===== src/rtl/pnwe_pkg.sv =====
`default_nettype none
package pnwe_pkg;
    // error tally range and overflow threshold
    localparam int unsigned TALLY_W   = 6;
    localparam logic [5:0]  TALLY_MAX = 6'h1F;
    localparam logic [5:0]  TALLY_ZERO = 6'h00;
    localparam logic [5:0]  TALLY_ONE  = 6'h01;
    // bus silence timeout
    localparam int unsigned CLK_MHZ       = 200;
    localparam int unsigned SILENCE_US    = 1000;
    localparam int unsigned SILENCE_CYC   = SILENCE_US * CLK_MHZ;
    localparam int unsigned SIL_W         = 20;
    // interrupt sources
    localparam int unsigned IRQ_N       = 8;
    localparam int unsigned IRQ_PO      = 0;
    localparam int unsigned IRQ_FDERR   = 1;
    localparam int unsigned IRQ_WAKE    = 2;
    localparam logic [7:0]  IRQ_ALWAYS  = 8'h03;
    localparam logic [7:0]  IRQ_WAKEPO  = 8'h07;
    localparam logic [7:0]  IRQ_RESET   = 8'h01;
    localparam logic [7:0]  IRQ_NONE    = 8'h00;
    // frame detector states
    typedef enum logic [1:0] {
        PNWE_IDLE = 2'b00,
        PNWE_RUN  = 2'b01,
        PNWE_DONE = 2'b11
    } pnwe_state_t;
endpackage : pnwe_pkg
`default_nettype wire


===== src/rtl/pnwe_irq.sv =====
`timescale 1ns/1ps
`default_nettype none
module pnwe_irq
    import pnwe_pkg::*;
(
    input  wire logic               mclk_in,
    input  wire logic               resetn_in,
    input  wire logic [IRQ_N-1:0]   event_in,
    input  wire logic [IRQ_N-1:0]   enable_in,
    input  wire logic [IRQ_N-1:0]   clear_in,
    input  wire logic               low_power_in,
    input  wire logic               scope_in,
    output logic      [IRQ_N-1:0]   status_out,
    output logic                    rxd_irq_n_out
);
    logic [IRQ_N-1:0] gated;
    logic [IRQ_N-1:0] status_nxt;
    logic [IRQ_N-1:0] scope_mask;
    logic             rxd_nxt;

    // per-source gating
    // always-on sources
    assign gated = event_in & (enable_in | IRQ_ALWAYS);

    genvar i;
    generate
        for (i = 0; i < IRQ_N; i++) begin : g_bit
            // write one clears
            // set beats clear
            assign status_nxt[i] = gated[i] | (status_out[i] & ~clear_in[i]);
        end
    endgenerate

    // pin scope select
    assign scope_mask = scope_in ? {IRQ_N{1'b1}} : IRQ_WAKEPO;
    // low-power signalling
    assign rxd_nxt = ~(low_power_in && |(status_nxt & scope_mask));

    // power-on flag comes up set after reset
    always_ff @(posedge mclk_in or negedge resetn_in) begin
        if (!resetn_in) begin
            status_out    <= IRQ_RESET;
            rxd_irq_n_out <= 1'b1;
        end else begin
            status_out    <= status_nxt;
            rxd_irq_n_out <= rxd_nxt;
        end
    end
endmodule : pnwe_irq
`default_nettype wire


===== src/rtl/pnwe_top.sv =====
// Summary of operation
// protocol error before acknowledge increments the fault tally.
// error-free classical frame decrements the fault tally.
// content between CRC delimiter and next start-of-frame is ignored.
// tally above 31 sets frame-detect-error flag and wakes the device.
// current tally value is readable by the host.
// tally cleared on bus silence, disable, or invalid configuration.
// status bit reports whether the last frame decoded successfully.
// disabled or unconfigured selective wake falls back to pattern wake.
// FD frames are never accepted as valid wake frames.
// FD frame increments tally unless tolerance bit set.
// extra bit-filter settings tolerate FD at 1 and 5 Mbit/s.
// in Standby and Sleep the receive pin signals pending interrupts.
// scope bit selects wake/power-on only or any interrupt; the narrow scope here also passes frame-detect-error.
// each source gated by own enable; receive pin low on interrupt.
// power-on and frame-detect-error interrupts have no enable.
// host clears status bits by writing one.
// simultaneous set and clear leaves the bit set.
// any configuration change drops the configuration-valid bit.
// tally holds at zero on error-free frame at zero.
`timescale 1ns/1ps
`default_nettype none
module pnwe_top
    import pnwe_pkg::*;
#(
    parameter int unsigned SILENCE_CYCLES = SILENCE_CYC
)
(
    input  wire logic                 mclk_in,
    input  wire logic                 resetn_in,
    input  wire logic                 bus_activity_in,
    input  wire logic                 sof_in,
    input  wire logic                 crc_delim_in,
    input  wire logic                 proto_error_in,
    input  wire logic                 frame_ok_in,
    input  wire logic                 fd_frame_in,
    input  wire logic                 id_match_in,
    input  wire logic                 wup_detect_in,
    input  wire logic                 selective_wake_enable_in,
    input  wire logic                 cfg_write_in,
    input  wire logic                 cfg_valid_set_in,
    input  wire logic                 fd_frame_tolerate_in,
    input  wire logic                 fd_filter_ext_in,
    input  wire logic                 rx_pin_irq_scope_in,
    input  wire logic                 low_power_in,
    input  wire logic [IRQ_N-1:0]     irq_event_in,
    input  wire logic [IRQ_N-1:0]     irq_enable_in,
    input  wire logic [IRQ_N-1:0]     irq_clear_in,
    output logic [TALLY_W-1:0]        pn_fault_tally_out,
    output logic                      last_frame_decoded_ok_out,
    output logic                      pn_config_valid_out,
    output logic                      frame_detect_error_flag_out,
    output logic                      wake_out,
    output logic                      fd_filter_ext_out,
    output logic [IRQ_N-1:0]          irq_status_out,
    output logic                      rxd_irq_n_out
);
    pnwe_state_t         state_r;
    pnwe_state_t         state_nxt;
    logic [TALLY_W-1:0]  tally_r;
    logic [TALLY_W-1:0]  tally_nxt;
    logic [SIL_W-1:0]    sil_r;
    logic [SIL_W-1:0]    sil_nxt;
    logic                valid_r;
    logic                valid_nxt;
    logic                last_frame_decoded_ok_r;
    logic                last_frame_decoded_ok_nxt;
    logic                fderr_r;
    logic                wake_r;
    logic                filt_r;
    logic                in_frame;
    logic                pn_active;
    logic                silent;
    logic                err_ev;
    logic                ok_ev;
    logic                fd_err;
    logic                inc;
    logic                dec;
    logic                over;
    logic                wuf_hit;
    logic                wup_hit;
    logic [IRQ_N-1:0]    irq_ev;

    // evaluation window
    assign in_frame  = (state_r == PNWE_RUN);
    assign pn_active = selective_wake_enable_in && valid_r;
    assign silent    = (sil_r >= SILENCE_CYCLES[SIL_W-1:0]);

    // protocol error count
    assign err_ev = in_frame && proto_error_in;
    // fd tolerance option
    assign fd_err = in_frame && crc_delim_in && fd_frame_in
                    && !fd_frame_tolerate_in && !proto_error_in;
    // clean classical frame
    assign ok_ev  = in_frame && crc_delim_in && frame_ok_in
                    && !fd_frame_in && !proto_error_in;
    assign inc    = err_ev || fd_err;
    assign dec    = ok_ev && !inc;
    // overflow above 31
    assign over   = inc && (tally_r == TALLY_MAX);

    always_comb begin
        state_nxt = state_r;
        unique case (state_r)
            PNWE_IDLE: if (sof_in) state_nxt = PNWE_RUN;
            PNWE_RUN: begin
                if (proto_error_in || crc_delim_in) begin
                    state_nxt = PNWE_DONE;
                end
            end
            PNWE_DONE: if (sof_in) state_nxt = PNWE_RUN;
        endcase
        if (!pn_active) begin
            state_nxt = PNWE_IDLE;
        end
    end

    always_comb begin
        tally_nxt = tally_r;
        // clear conditions
        if (!pn_active || silent) begin
            tally_nxt = TALLY_ZERO;
        end else if (inc && !over) begin
            tally_nxt = tally_r + TALLY_ONE;
        // hold at zero
        end else if (dec && tally_r != TALLY_ZERO) begin
            tally_nxt = tally_r - TALLY_ONE;
        end
    end

    // silence counter saturates so it never wraps back to active
    assign sil_nxt = bus_activity_in ? '0 :
                     (silent ? sil_r : sil_r + 1'b1);

    // config change drops valid
    assign valid_nxt = cfg_write_in ? 1'b0 :
                       (cfg_valid_set_in ? 1'b1 : valid_r);

    // last frame status
    assign last_frame_decoded_ok_nxt = (in_frame && (proto_error_in || crc_delim_in)) ?
                      (ok_ev) : last_frame_decoded_ok_r;

    // fd never a wake frame
    assign wuf_hit = ok_ev && id_match_in && !fd_frame_in;
    // pattern wake fallback
    assign wup_hit = !pn_active && wup_detect_in;

    assign irq_ev = irq_event_in
                    | ({{(IRQ_N-1){1'b0}}, over} << IRQ_FDERR)
                    | ({{(IRQ_N-1){1'b0}}, wuf_hit | wup_hit} << IRQ_WAKE);

    always_ff @(posedge mclk_in or negedge resetn_in) begin
        if (!resetn_in) begin
            state_r <= PNWE_IDLE;
            tally_r <= TALLY_ZERO;
            sil_r   <= '0;
            valid_r <= 1'b0;
            last_frame_decoded_ok_r  <= 1'b0;
        end else begin
            state_r <= state_nxt;
            tally_r <= tally_nxt;
            sil_r   <= sil_nxt;
            valid_r <= valid_nxt;
            last_frame_decoded_ok_r  <= last_frame_decoded_ok_nxt;
        end
    end

    always_ff @(posedge mclk_in or negedge resetn_in) begin
        if (!resetn_in) begin
            fderr_r <= 1'b0;
            wake_r  <= 1'b0;
            filt_r  <= 1'b0;
        end else begin
            // flag and wake
            fderr_r <= over | (fderr_r & ~irq_clear_in[IRQ_FDERR]);
            wake_r  <= over | wuf_hit | wup_hit;
            // extended bit filter
            filt_r  <= fd_filter_ext_in;
        end
    end

    // tally readback
    assign pn_fault_tally_out          = tally_r;
    assign last_frame_decoded_ok_out   = last_frame_decoded_ok_r;
    assign pn_config_valid_out         = valid_r;
    assign frame_detect_error_flag_out = fderr_r;
    assign wake_out                    = wake_r;
    assign fd_filter_ext_out           = filt_r;

    // interrupt gating
    pnwe_irq u_irq (
        .mclk_in       (mclk_in),
        .resetn_in     (resetn_in),
        .event_in      (irq_ev),
        .enable_in     (irq_enable_in),
        .clear_in      (irq_clear_in),
        .low_power_in  (low_power_in),
        .scope_in      (rx_pin_irq_scope_in),
        .status_out    (irq_status_out),
        .rxd_irq_n_out (rxd_irq_n_out)
    );
endmodule : pnwe_top
`default_nettype wire


===== config.mk =====
export PLATFORM = sky130hd
export DESIGN_NAME = pnwe_top
export DESIGN_NICKNAME = d
export VERILOG_FILES = /design/src/rtl/pnwe_pkg.sv /design/src/rtl/pnwe_irq.sv /design/src/rtl/pnwe_top.sv
export SDC_FILE = /design/constraint.sdc
export NUM_CORES = 1
export LEC_CHECK = 0
export BUFFER_PORTS_ARGS = -buffer_cell sky130_fd_sc_hd__buf_4
export CAP_MARGIN = 30
export CORE_MARGIN = 8
export CORE_UTILIZATION = 24
export DETAILED_ROUTE_END_ITERATION = 8
export HOLD_SLACK_MARGIN = 0.06
export PLACE_DENSITY_LB_ADDON = 0.08
export SKIP_CTS_REPAIR_TIMING = 1
export SLEW_MARGIN = 20
export SYNTH_ARGS = -nofsm -noshare
export SYNTH_HDL_FRONTEND = slang
export SYNTH_SLANG_ARGS = --single-unit

===== constraint.sdc =====
create_clock -name mclk_in -period 6.5 [get_ports mclk_in]
set_input_delay 0.975 -clock mclk_in [delete_from_list [all_inputs] [get_ports mclk_in]]
set_output_delay 0.975 -clock mclk_in [all_outputs]
set_load 0.03 [all_outputs]

# == Word-level counts from Yosys, hierarchy flattened ==
# Cells that the tools add are included.
# totals
mem_bits_rw,0
output_inout_bits,20
latch_bits,0
wordCells,100
romBits,0
inputBits,41
ff_bits,42
n_memories,0
# classes
order_cmp,1
multipliers,0
div,0
shift,0
addsub,3
n_eq_ne,6
n_bitwise,34
reduce_logical,34
muxes,12
# op_table
cell,count
$mux 20,2
$add 20x1->20 const B,1
$ge 20x18->1 const B,1
$logic_and 1x1->1,18
$mux 6,3
$and 8x8->8,2
$or 1x1->1,12
$and 1x1->1,9
$not 1->1,9
$mux 8,1
$or 8x2->8,1
$or 8x3->8,1
$reduce_or 8->1,1
$add 6x1->6 const B,1
$eq 6x5->1 const B,1
$logic_not 1->1,6
$mux 2,3
$reduce_bool 6->1,1
$sub 6x1->6 const B,1
$pmux 2 s2,1
$logic_or 1x1->1,3
$ne 3x2->1 const B,1
$ne 3x3->1 const B,1
$reduce_bool 3->1,1
other kinds (8),9

# == Longest topological paths before layout ==
# Gate-level depths: netlist of the first run.
# depth
word_depth,15
ltp_mapped,11
ltp_nobuf,11

# == Cells and area by module ==
# From an unflattened synthesis of the first run, not the netlist that was laid out.
# unflattened
cells_unflattened,268
hier_area_um2,2432.3
# by_module_without_submodules
module,area_per_inst_um2,instances,seq_area_each_um2,cells_per_inst
pnwe_top,2059.5,1,825.8,234
pnwe_irq,372.9,1,227.7,34

# == Least setup slack after synthesis of the first run ==
# No wires, ideal clock.
# synth_timing
path_kind,in2reg
start,input fd_frame_tolerate_in
end,register tally_r[5] (netlist: pn_fault_tally_out[5])
stages,9
setup_slack_ns,3.440
n_path_buf,0
t_arrival_ns,2.932
path_cell_list,and3b_1 o21ai_0 or2_2 ha_1 a211oi_1 o21bai_1 a21oi_1 mux2i_1 mux2_1
# synth_via
elab_chain_len,9
word_cells_on_any_way,13
cone_classes,mux: 2; reduce/logical: 11
# synth_rtl
item,line_no,source
from (decl),pnwe_top.sv:42,"input wire logic fd_frame_tolerate_in,"
$logic_not 1->1 *,pnwe_top.sv:93,&& !fd_frame_tolerate_in && !proto_error_in;
$logic_and 1x1->1 * (2 in a row),pnwe_top.sv:93,
$logic_or 1x1->1 *,pnwe_top.sv:97,assign inc = err_ev || fd_err;
$logic_and 1x1->1,pnwe_top.sv:100,assign over = inc && (tally_r == TALLY_MAX);
$logic_not 1->1,pnwe_top.sv:123,end else if (inc && !over) begin
$logic_and 1x1->1,pnwe_top.sv:123,
$mux 6,pnwe_top.sv:123,
$mux 6,pnwe_top.sv:121,if (!pn_active || silent) begin
to (signal assigned),pnwe_top.sv:161,tally_r <= tally_nxt;
to (decl),pnwe_top.sv:60,logic [TALLY_W-1:0] tally_r;
# Mark *: on every way between the ends. The rest lies on a longest branch, timed or not.
# A chain may end at the register's enable or synchronous reset.

# == Final worst setup path of the first run ==
# Same ends and word-level chain as after synthesis.

==> results of run 1 <==
flip-flops by register name, indices dropped and copies added (netlist names):
| register | flops |
|---|---|
| state_r | 2 |
| u_irq.status_out | 8 |
| frame_detect_error_flag_out | 1 |
| wake_out | 1 |
| pn_fault_tally_out | 6 |
| fd_filter_ext_out | 1 |
| sil_r | 20 |
| u_irq.rxd_irq_n_out | 1 |
| last_frame_decoded_ok_out | 1 |
| pn_config_valid_out | 1 |
cell families (layout without fill, tap and decap cells):
family | count (synthesis) | in the layout | share of synthesized area
and+or+nand+nor | 91 | 91 | 0.2155
xor gates and xnor gates | 4 | 4 | 0.01563
buffers and inverters | 27 | 88 | 0.04690
DFF | 42 | 42 | 0.4701
AOI/OAI and AO/OA | 54 | 54 | 0.1508
muxes | 11 | 11 | 0.05304
adders and majority gates | 8 | 8 | 0.04802
cells in the mapped netlist (4+ instances only):
cell / count / area, µm²
o31ai_1: 5 / 37.54
inv_1: 21 / 78.83
nor2b_1: 8 / 50.05
nor4_1: 6 / 37.54
mux2_2: 5 / 56.30
nand2_1: 17 / 63.81
ha_1: 7 / 87.58
xnor2_1: 4 / 35.03
nand3_1: 9 / 45.04
or4_1: 7 / 52.55
o21ai_0: 13 / 65.06
nor2_1: 22 / 82.58
or3_1: 5 / 31.28
mux2i_1: 4 / 40.04
dfrtp_1: 40 / 1001
a21oi_1: 16 / 80.08
worst max-delay path by stage:
| stage | end | slack [ns] |
|---|---|---|
| 6_report | pn_fault_tally_out[5] | 3.45 |
| 5_1_grt | pn_fault_tally_out[5] | 3.21 |
| 4_1_cts | pn_fault_tally_out[5] | 3.43 |
| 3_5_place_dp | pn_fault_tally_out[5] | 3.13 |
| 3_3_place_gp | pn_fault_tally_out[5] | 3.15 |
| 2_1_floorplan | pn_fault_tally_out[5] | 3.44 |
power groups by stage:
stage | logic (mW) | clock network, mW | registers (mW)
5_1_grt | 0.0863 | 0.278 | 0.277
3_3_place_gp | 0.0794 | 0 | 0.281
2_1_floorplan | 0.0235 | 0 | 0.294
6_report | 0.0775 | 0.258 | 0.276
4_1_cts | 0.0798 | 0.271 | 0.276
3_5_place_dp | 0.0795 | 0 | 0.281
area by class of cell:
| type | instances | area, µm² |
|---|---|---|
| multi-input combinational | 168 | 1089 |
| inverter | 21 | 78.83 |
| tap | 111 | 138.9 |
| clock inverter | 2 | 60.06 |
| clock buffer | 6 | 82.58 |
| timing repair buffer | 59 | 442.9 |
| fill | 959 | 6207 |
| sequential | 42 | 1054 |
routing by layer:
metal,global-route usage,routed length [µm],vias up
li1,-,-,964
met1,0.1193,2706,904
met2,0.1528,2810,32
met3,0.02576,277,2
met4,0.02158,33,0
met5,0,0,-
==> out/qor.csv, run 1 <==
stage,metric,value,unit
place,DP Cell Count,401,
outcome,status,"complete, no violations",
cells_and_area,most frequent cells in the layout,"buf_4, dfrtp_1, nor2_1",
setup_path,CP Cell Sequence,buf_4 > and3b_1 > o21ai_0 > or2_2 > ha_1 > a211oi_1 > o21bai_1 > a21oi_1 > mux2i_1 > mux2_1,
timing,Max Slew Vio Count,0,
synth,fraction of registers with async set/reset,1.000,
setup_path,crit path from,fd_frame_tolerate_in,
place,"Cell Area, Placed",2803,µm²
global_route,first-pass GRT wire length,9.749,mm
synth,ys flop type,dfrtp_1,
clocking,H-tree Lvls,2,
place,Place WS,3.129,ns
floorplan,Ports,61,
global_route,Total GRT Usage,0.09351,
run,maxcap violations,0,
min_path,WHS Endpoint,last_frame_decoded_ok_out,
route,DRC Markers,0,
timing,unrepaired setup endpoints after global routing,no,
min_path,hold path start,last_frame_decoded_ok_out,
global_route,vias in the first global route,1922,
pwr,maximum VDD drop,0.00007080,V
place,placer's final routability congestion estimate,0.6904,
pwr,Internal,0.4687,mW
route,total number of vias,1902,
timing,worst setup margin,3.448,ns
global_route,number of antenna violations at the first check in global routing,0,
pwr,pwr dens,207.5,nW/µm²
setup_path,CP peak stage delay,0.41,ns
clocking,TritonCTS clock tree,done,
setup_path,worst reg2reg path endpoint,pn_fault_tally_out[5],
clocking,worst skew pair latency,0.29,ns
synth,synthesized cell area,2241,µm²
setup_path,crit path DAT,3.23,ns
cells_and_area,"most common cell after layout, fill and taps aside",buf_4,
clocking,root buf cell,clkbuf_8,
clocking,"Reg clk slew, reported paths",0.09,ns
route,final wirelength,5.827,mm
timing,Hold WS,0.4867,ns
route,"antenna viol nets, final",0,
floorplan,core area,9153,µm²
floorplan,# rows,35,
floorplan,die area,12690,µm²
global_route,largest net degree at the start of global routing,43,
pwr,Psw,0.1425,mW
setup_path,Worst path slowest cell,or2_2,
route,vias per std cell,4.650,
pwr,sw frac,0.2332,
clocking,maximum clock path buffer count,2,
route,WL/cell,14.25,µm
cells_and_area,Area Overhead vs Synth,31.43,%
place,PortBufs,58,
pwr,leakage,1.337,nW
timing,Max-slew headroom,0.6251,
setup_path,CP max FO,7,
setup_path,Reg2Reg Depth,10,
timing,Setup TNS Final,0,ns
timing,final setup violation count,0,
route,DRT Pass-1 Iters,4,
synth,Mapped Cells,237,
cells_and_area,Util after Layout,0.3218,
timing,Final Hold Viols,0,
synth,number of flops mapped to enable cells by yosys,0,
timing,Final Critical Period,3.052,ns
global_route,total grt overflow,0,
synth,Yosys warnings,0,
pwr,share of total power in combinational logic,0.127,
min_path,WHS Path Cells,1,
timing,Worst-Margin Slew,0.5624,ns
route,First DRT Iteration DRCs,78,
setup_path,Crit path max-delay family,compound AO/OA/AOI/OAI gates,
setup_path,CP endpoint kind,register,
synth,sequential cell area fraction in the yosys report,0.4701,
synth,Post-Syn Area per Cell,9.455,µm²
synth,Synthesized Nets,286,
timing,skew final,0.006253,ns
setup_path,Worst Path Buf+Inv,1,
cells_and_area,diode count,0,
pwr,total power,0.6112,mW
setup_path,r2r setup slk,3.75,ns
floorplan,die width,112.6,µm
pwr,Clk pwr share,0.422,
clocking,total CTS buffers,5,
cells_and_area,layout cells sized above 1,0.2685,
floorplan,die height,112.6,µm
synth,"Distinct cells, synth",44,
timing,Final Cycle Share,0.4695,
cells_and_area,fin nets,346,
setup_path,Worst R2R Start,state_r[1],
place,HPWL after DPL,4.270,mm
floorplan,Initial Util,0.2448,
timing,highest clock rate,327.7,MHz
cells_and_area,Finished Layout Cells,409,
cells_and_area,design area,2945,µm²
min_path,Hold WC Path Type,register to register,
setup_path,CP startpoint kind,primary input,
pwr,sequential power share,0.452,
setup_path,CP Depth,10,
setup_path,WS Path Type,primary input to register,
clocking,clock sink count,42,
synth,number of synthesized register bits,42,
setup_path,worst path required time,6.67,ns
Note: power is estimated with default switching activity, not from simulation.
==> run 2, diff against run 1 <==
Clock period 6.5 ns to 2.6 ns, I/O delays scaled along.
==> out/qor.csv, run 2 (synthesized netlist as in run 1, its figures left out) <==
stage,metric,value,unit,change
setup_path,CP peak stage delay,0.38,ns,-0.03 ns
route,DRT Pass-1 Iters,4,,unchanged
place,PortBufs,58,,unchanged
clocking,maximum clock path buffer count,2,,unchanged
place,HPWL after DPL,4.482,mm,+4.9%
setup_path,Worst path slowest cell,dfrtp_1,,
cells_and_area,Reg with most FFs,sil_r,,
cells_and_area,layout cells sized above 1,0.3079,,+0.03948
setup_path,crit path DAT,2.59,ns,-0.64 ns
route,DRC Markers,0,,unchanged
cells_and_area,design area,3049,µm²,+3.5%
route,final wirelength,5.920,mm,+1.6%
cells_and_area,max reg flops,20,,unchanged
setup_path,"most used cell, CP",ha_1,,
floorplan,core area,9153,µm²,unchanged
pwr,sequential power share,0.489,,+0.037
route,First DRT Iteration DRCs,52,,-33%
pwr,share of total power in combinational logic,0.144,,+0.017
timing,Final Critical Period,2.418,ns,
min_path,Hold WC Path Type,primary input to asynchronous set/reset pin,,
timing,final setup violation count,0,,unchanged
route,vias per std cell,4.514,,-2.9%
cells_and_area,multi-input logic area,1101,µm²,+1.2%
clocking,clock sink count,42,,unchanged
pwr,Internal,1.056,mW,+130%
outcome,status,"complete, no violations",,
timing,Final Cycle Share,0.9301,,
pwr,Psw,0.3535,mW,+150%
setup_path,worst path required time,2.77,ns,-3.90 ns
timing,skew final,0.01115,ns,+0.004899 ns
pwr,leakage,1.405,nW,+5.1%
timing,Max-slew headroom,0.5018,,-0.1233
setup_path,CP startpoint kind,register,,
pwr,sw frac,0.2507,,+0.01752
setup_path,CP max FO,4,,-3
pwr,maximum VDD drop,0.0002020,V,+190%
clocking,"Reg clk slew, reported paths",0.08,ns,about the same
clocking,TritonCTS clock tree,done,,
global_route,first-pass GRT wire length,9.915,mm,+1.7%
global_route,Total GRT Usage,0.09646,,+0.002944
global_route,largest net degree at the start of global routing,43,,unchanged
clocking,root buf cell,clkbuf_8,,
route,WL/cell,13.90,µm,-2.5%
setup_path,WS Path Type,register to register,,
place,Place WS,-0.06976,ns,-3.198 ns
global_route,vias in the first global route,2027,,+5.5%
cells_and_area,Fill cells,980,,+2.2%
timing,Max Slew Vio Count,0,,unchanged
cells_and_area,Sequential Area,1054,µm²,unchanged
timing,highest clock rate,413.5,MHz,
place,"Cell Area, Placed",2930,µm²,+4.6%
timing,Final Hold Viols,0,,unchanged
setup_path,CP Cell Sequence,inv_1 > ha_1 > o21ai_1 > or2_4 > ha_1 > a211oi_2 > o21bai_1 > a21oi_1 > mux2i_1 > mux2_1,,
floorplan,Initial Util,0.2448,,unchanged
cells_and_area,most frequent cells in the layout,"buf_4, dfrtp_1, nor2_1",,
clocking,H-tree Lvls,2,,unchanged
cells_and_area,Area Overhead vs Synth,36.07,%,
timing,worst setup margin,0.1818,ns,-3.267 ns
floorplan,die area,12690,µm²,unchanged
setup_path,CP endpoint kind,register,,
pwr,Clk pwr share,0.368,,-0.054
floorplan,# rows,35,,unchanged
timing,Hold WS,0.08633,ns,-0.4003 ns
cells_and_area,"most common cell after layout, fill and taps aside",buf_4,,
global_route,number of antenna violations at the first check in global routing,0,,unchanged
setup_path,Worst Path Buf+Inv,1,,unchanged
cells_and_area,diode count,0,,unchanged
timing,Worst-Margin Slew,0.7450,ns,+0.1826 ns
pwr,pwr dens,462.4,nW/µm²,+120%
floorplan,die width,112.6,µm,unchanged
route,total number of vias,1923,,+1.1%
clocking,total CTS buffers,5,,unchanged
cells_and_area,fin nets,363,,+4.9%
place,placer's final routability congestion estimate,0.7553,,+9.4%
floorplan,Ports,61,,unchanged
setup_path,Crit path max-delay family,compound AO/OA/AOI/OAI gates,,
global_route,total grt overflow,0,,unchanged
floorplan,die height,112.6,µm,unchanged
route,"antenna viol nets, final",0,,unchanged
run,maxcap violations,0,,unchanged
timing,unrepaired setup endpoints after global routing,no,,
clocking,worst skew pair latency,0.29,ns,about the same
run 2: power groups by stage:
| stage | logic [mW] | clock network (mW) | registers, mW |
|---|---|---|---|
| floorplan | 0.0588 | 0 | 0.736 |
| global placement | 0.207 | 0 | 0.702 |
| detailed placement | 0.207 | 0 | 0.702 |
| CTS | 0.207 | 0.540 | 0.689 |
| global route | 0.225 | 0.568 | 0.693 |
| finish | 0.202 | 0.518 | 0.689 |
run 2: path summary, 6_finish.rpt:
kind	startpoint	end	slack [ns]	depth (start not counted)
max in group asynchronous	resetn_in	sil_r[14]	2.11	1
min in group mclk_in	fd_filter_ext_in	fd_filter_ext_out	0.20	1
min	resetn_in	u_irq.status_out[3]	0.09	1
max	state_r[1]	pn_fault_tally_out[5]	0.18	10
max reg2reg	state_r[1]	pn_fault_tally_out[5]	0.18	10
min reg2reg	last_frame_decoded_ok_out	last_frame_decoded_ok_out	0.49	1
run 2: cell type report:
cell class / instances / share of cell area
multi-input cells: 168 / 0.3611
well taps: 111 / 0.04555
clock buffers: 7 / 0.02503
repair buffers: 76 / 0.1871
inverters: 21 / 0.02585
clock inverters: 1 / 0.009848
flip-flops and latches: 42 / 0.3455
run 2: through the flow:
stage | setup TNS (ns) | total power, mW | std cells | util
floorplan | 0 | 0.7943 | 237 | -
global placement | -0.1001 | 0.9085 | 418 | 0.3202
detailed placement | -0.06976 | 0.9093 | 418 | 0.3202
CTS | 0 | 1.437 | 426 | 0.3318
global route | 0 | 1.485 | 426 | 0.3332
finish | 0 | 1.410 | 426 | 0.3332
run 2: layer usage:
layer | up-vias | global-route usage | part of all wire | routed length [µm]
li1 | 997 | - | - | -
met1 | 890 | 0.1157 | 0.47 | 2758
met2 | 29 | 0.1636 | 0.48 | 2858
met3 | 7 | 0.02415 | 0.037 | 218
met4 | 0 | 0.03327 | 0.014 | 85
met5 | - | 0 | 0 | 0
==> run 3, diff against run 2 <==
Settings changed: CORE_UTILIZATION 24 to 46.
==> out/qor.csv, run 3 (synthesized netlist as in run 1, its figures left out) <==
stage,metric,value,unit,change
place,"Cell Area, Placed",2808,µm²,-4.2%
clocking,worst skew pair latency,0.29,ns,about the same
route,DRT Pass-1 Iters,4,,unchanged
timing,skew final,0.007997,ns,-0.003154 ns
timing,Worst-Margin Slew,0.8264,ns,+0.08140 ns
setup_path,WS Path Type,register to register,,
pwr,total power,1.321,mW,-6.3%
outcome,status,"complete, no violations",,
route,DRC Markers,0,,unchanged
pwr,Psw,0.3415,mW,-3.4%
cells_and_area,Reg with most FFs,sil_r,,
place,placer's final routability congestion estimate,0.7692,,+1.8%
pwr,maximum VDD drop,0.0003335,V,+65%
place,PortBufs,58,,unchanged
setup_path,crit path DAT,2.58,ns,about the same
cells_and_area,fin nets,354,,-2.5%
place,DP Cell Count,365,,-13%
run,maxcap violations,0,,unchanged
cells_and_area,Util after Layout,0.6175,,+0.2843
floorplan,die height,85.80,µm,-24%
floorplan,die width,85.80,µm,-24%
min_path,Hold WC Path Type,primary input to asynchronous set/reset pin,,
route,First DRT Iteration DRCs,56,,+7.7%
setup_path,CP startpoint kind,register,,
pwr,pwr dens,453.0,nW/µm²,-2.0%
clocking,maximum clock path buffer count,2,,unchanged
timing,Final Hold Viols,0,,unchanged
pwr,leakage,1.355,nW,-3.6%
pwr,share of total power in combinational logic,0.148,,+0.004
floorplan,# rows,25,,-29%
timing,final setup violation count,0,,unchanged
route,WL/cell,13.29,µm,-4.3%
clocking,root buf cell,clkbuf_8,,
cells_and_area,max reg flops,20,,unchanged
route,final wirelength,4.959,mm,-16%
global_route,total grt overflow,0,,unchanged
timing,Final Cycle Share,0.9258,,-0.004228
timing,Max-slew headroom,0.4473,,-0.05444
pwr,sequential power share,0.522,,+0.033
timing,Max Slew Vio Count,0,,unchanged
pwr,Clk pwr share,0.330,,-0.038
route,"antenna viol nets, final",0,,unchanged
cells_and_area,design area,2917,µm²,-4.3%
global_route,first-pass GRT wire length,8.562,mm,-14%
cells_and_area,layout cells sized above 1,0.2974,,-0.01055
timing,Setup TNS Final,0,ns,unchanged
route,vias per std cell,5.196,,+15%
setup_path,CP max FO,4,,unchanged
clocking,clock sink count,42,,unchanged
clocking,H-tree Lvls,2,,unchanged
cells_and_area,Area Overhead vs Synth,30.15,%,
cells_and_area,diode count,0,,unchanged
cells_and_area,"most common cell after layout, fill and taps aside",buf_4,,
floorplan,Ports,61,,unchanged
cells_and_area,Finished Layout Cells,373,,-12%
timing,unrepaired setup endpoints after global routing,no,,
clocking,total CTS buffers,5,,unchanged
clocking,TritonCTS clock tree,done,,
cells_and_area,most frequent cells in the layout,"buf_4, dfrtp_1, nor2_1",,
setup_path,worst path required time,2.78,ns,about the same
timing,Final Critical Period,2.407,ns,-0.01099 ns
global_route,Total GRT Usage,0.1422,,+0.04571
place,Place WS,-0.1069,ns,-0.03712 ns
global_route,number of antenna violations at the first check in global routing,0,,unchanged
place,HPWL after DPL,3.773,mm,-16%
floorplan,Initial Util,0.4744,,+0.2296
clocking,"Reg clk slew, reported paths",0.08,ns,about the same
setup_path,CP endpoint kind,register,,
timing,highest clock rate,415.4,MHz,+0.46%
pwr,sw frac,0.2584,,+0.007717
floorplan,die area,7361,µm²,-42%
global_route,largest net degree at the start of global routing,43,,unchanged
global_route,vias in the first global route,1935,,-4.5%
timing,worst setup margin,0.1928,ns,+0.01099 ns
floorplan,core area,4723,µm²,-48%
route,total number of vias,1938,,+0.78%
timing,Hold WS,0.05889,ns,-0.02744 ns
pwr,Internal,0.9798,mW,-7.2%
[run 3: worst paths after layout]
check / start / to / slack (ns) / cells past startpoint
setup / recovery: state_r[1] / pn_fault_tally_out[5] / 0.19 / 10
hold / removal: resetn_in / pn_fault_tally_out[0] / 0.06 / 1
setup reg to reg: state_r[1] / pn_fault_tally_out[5] / 0.19 / 10
hold reg to reg: last_frame_decoded_ok_out / last_frame_decoded_ok_out / 0.48 / 1
max in group asynchronous: resetn_in / u_irq.rxd_irq_n_out / 2.15 / 1
min in group mclk_in: fd_filter_ext_in / fd_filter_ext_out / 0.21 / 1
[run 3: cell type report]
| type | instances | area [µm²] |
|---|---|---|
| Clock inverter | 2 | 12.51 |
| Clock buffer | 6 | 82.58 |
| Inverter | 21 | 78.83 |
| Multi-Input combinational cell | 168 | 1102 |
| Timing Repair Buffer | 67 | 503.0 |
| Fill cell | 425 | 1807 |
| Sequential cell | 42 | 1054 |
| Tap cell | 67 | 83.83 |
[run 3: per-layer routing]
| layer | routed length, µm | track usage | vias up |
|---|---|---|---|
| li1 | - | - | 975 |
| met2 | 2539 | 0.2468 | 41 |
| met1 | 2100 | 0.1611 | 918 |
| met4 | 39 | 0.04299 | 0 |
| met3 | 280 | 0.04680 | 4 |
| met5 | 0 | 0 | - |
[run 3: power by group through the flow]
stage	clock network (mW)	registers (mW)	logic [mW]
5_1_grt	0.477	0.693	0.218
3_5_place_dp	0	0.703	0.198
3_3_place_gp	0	0.702	0.195
6_report	0.435	0.690	0.196
4_1_cts	0.455	0.690	0.199
2_1_floorplan	0	0.736	0.0588
[run 3: critical path: stages, from the launching register on]
cell and delay, ns:
dfrtp_1 0.38, inv_1 0.06, ha_2 0.17, o21ai_2 0.07
or2_4 0.27, ha_1 0.31, a211oi_2 0.22, o21bai_1 0.10
a21oi_1 0.15, mux2i_1 0.23, mux2_1 0.33
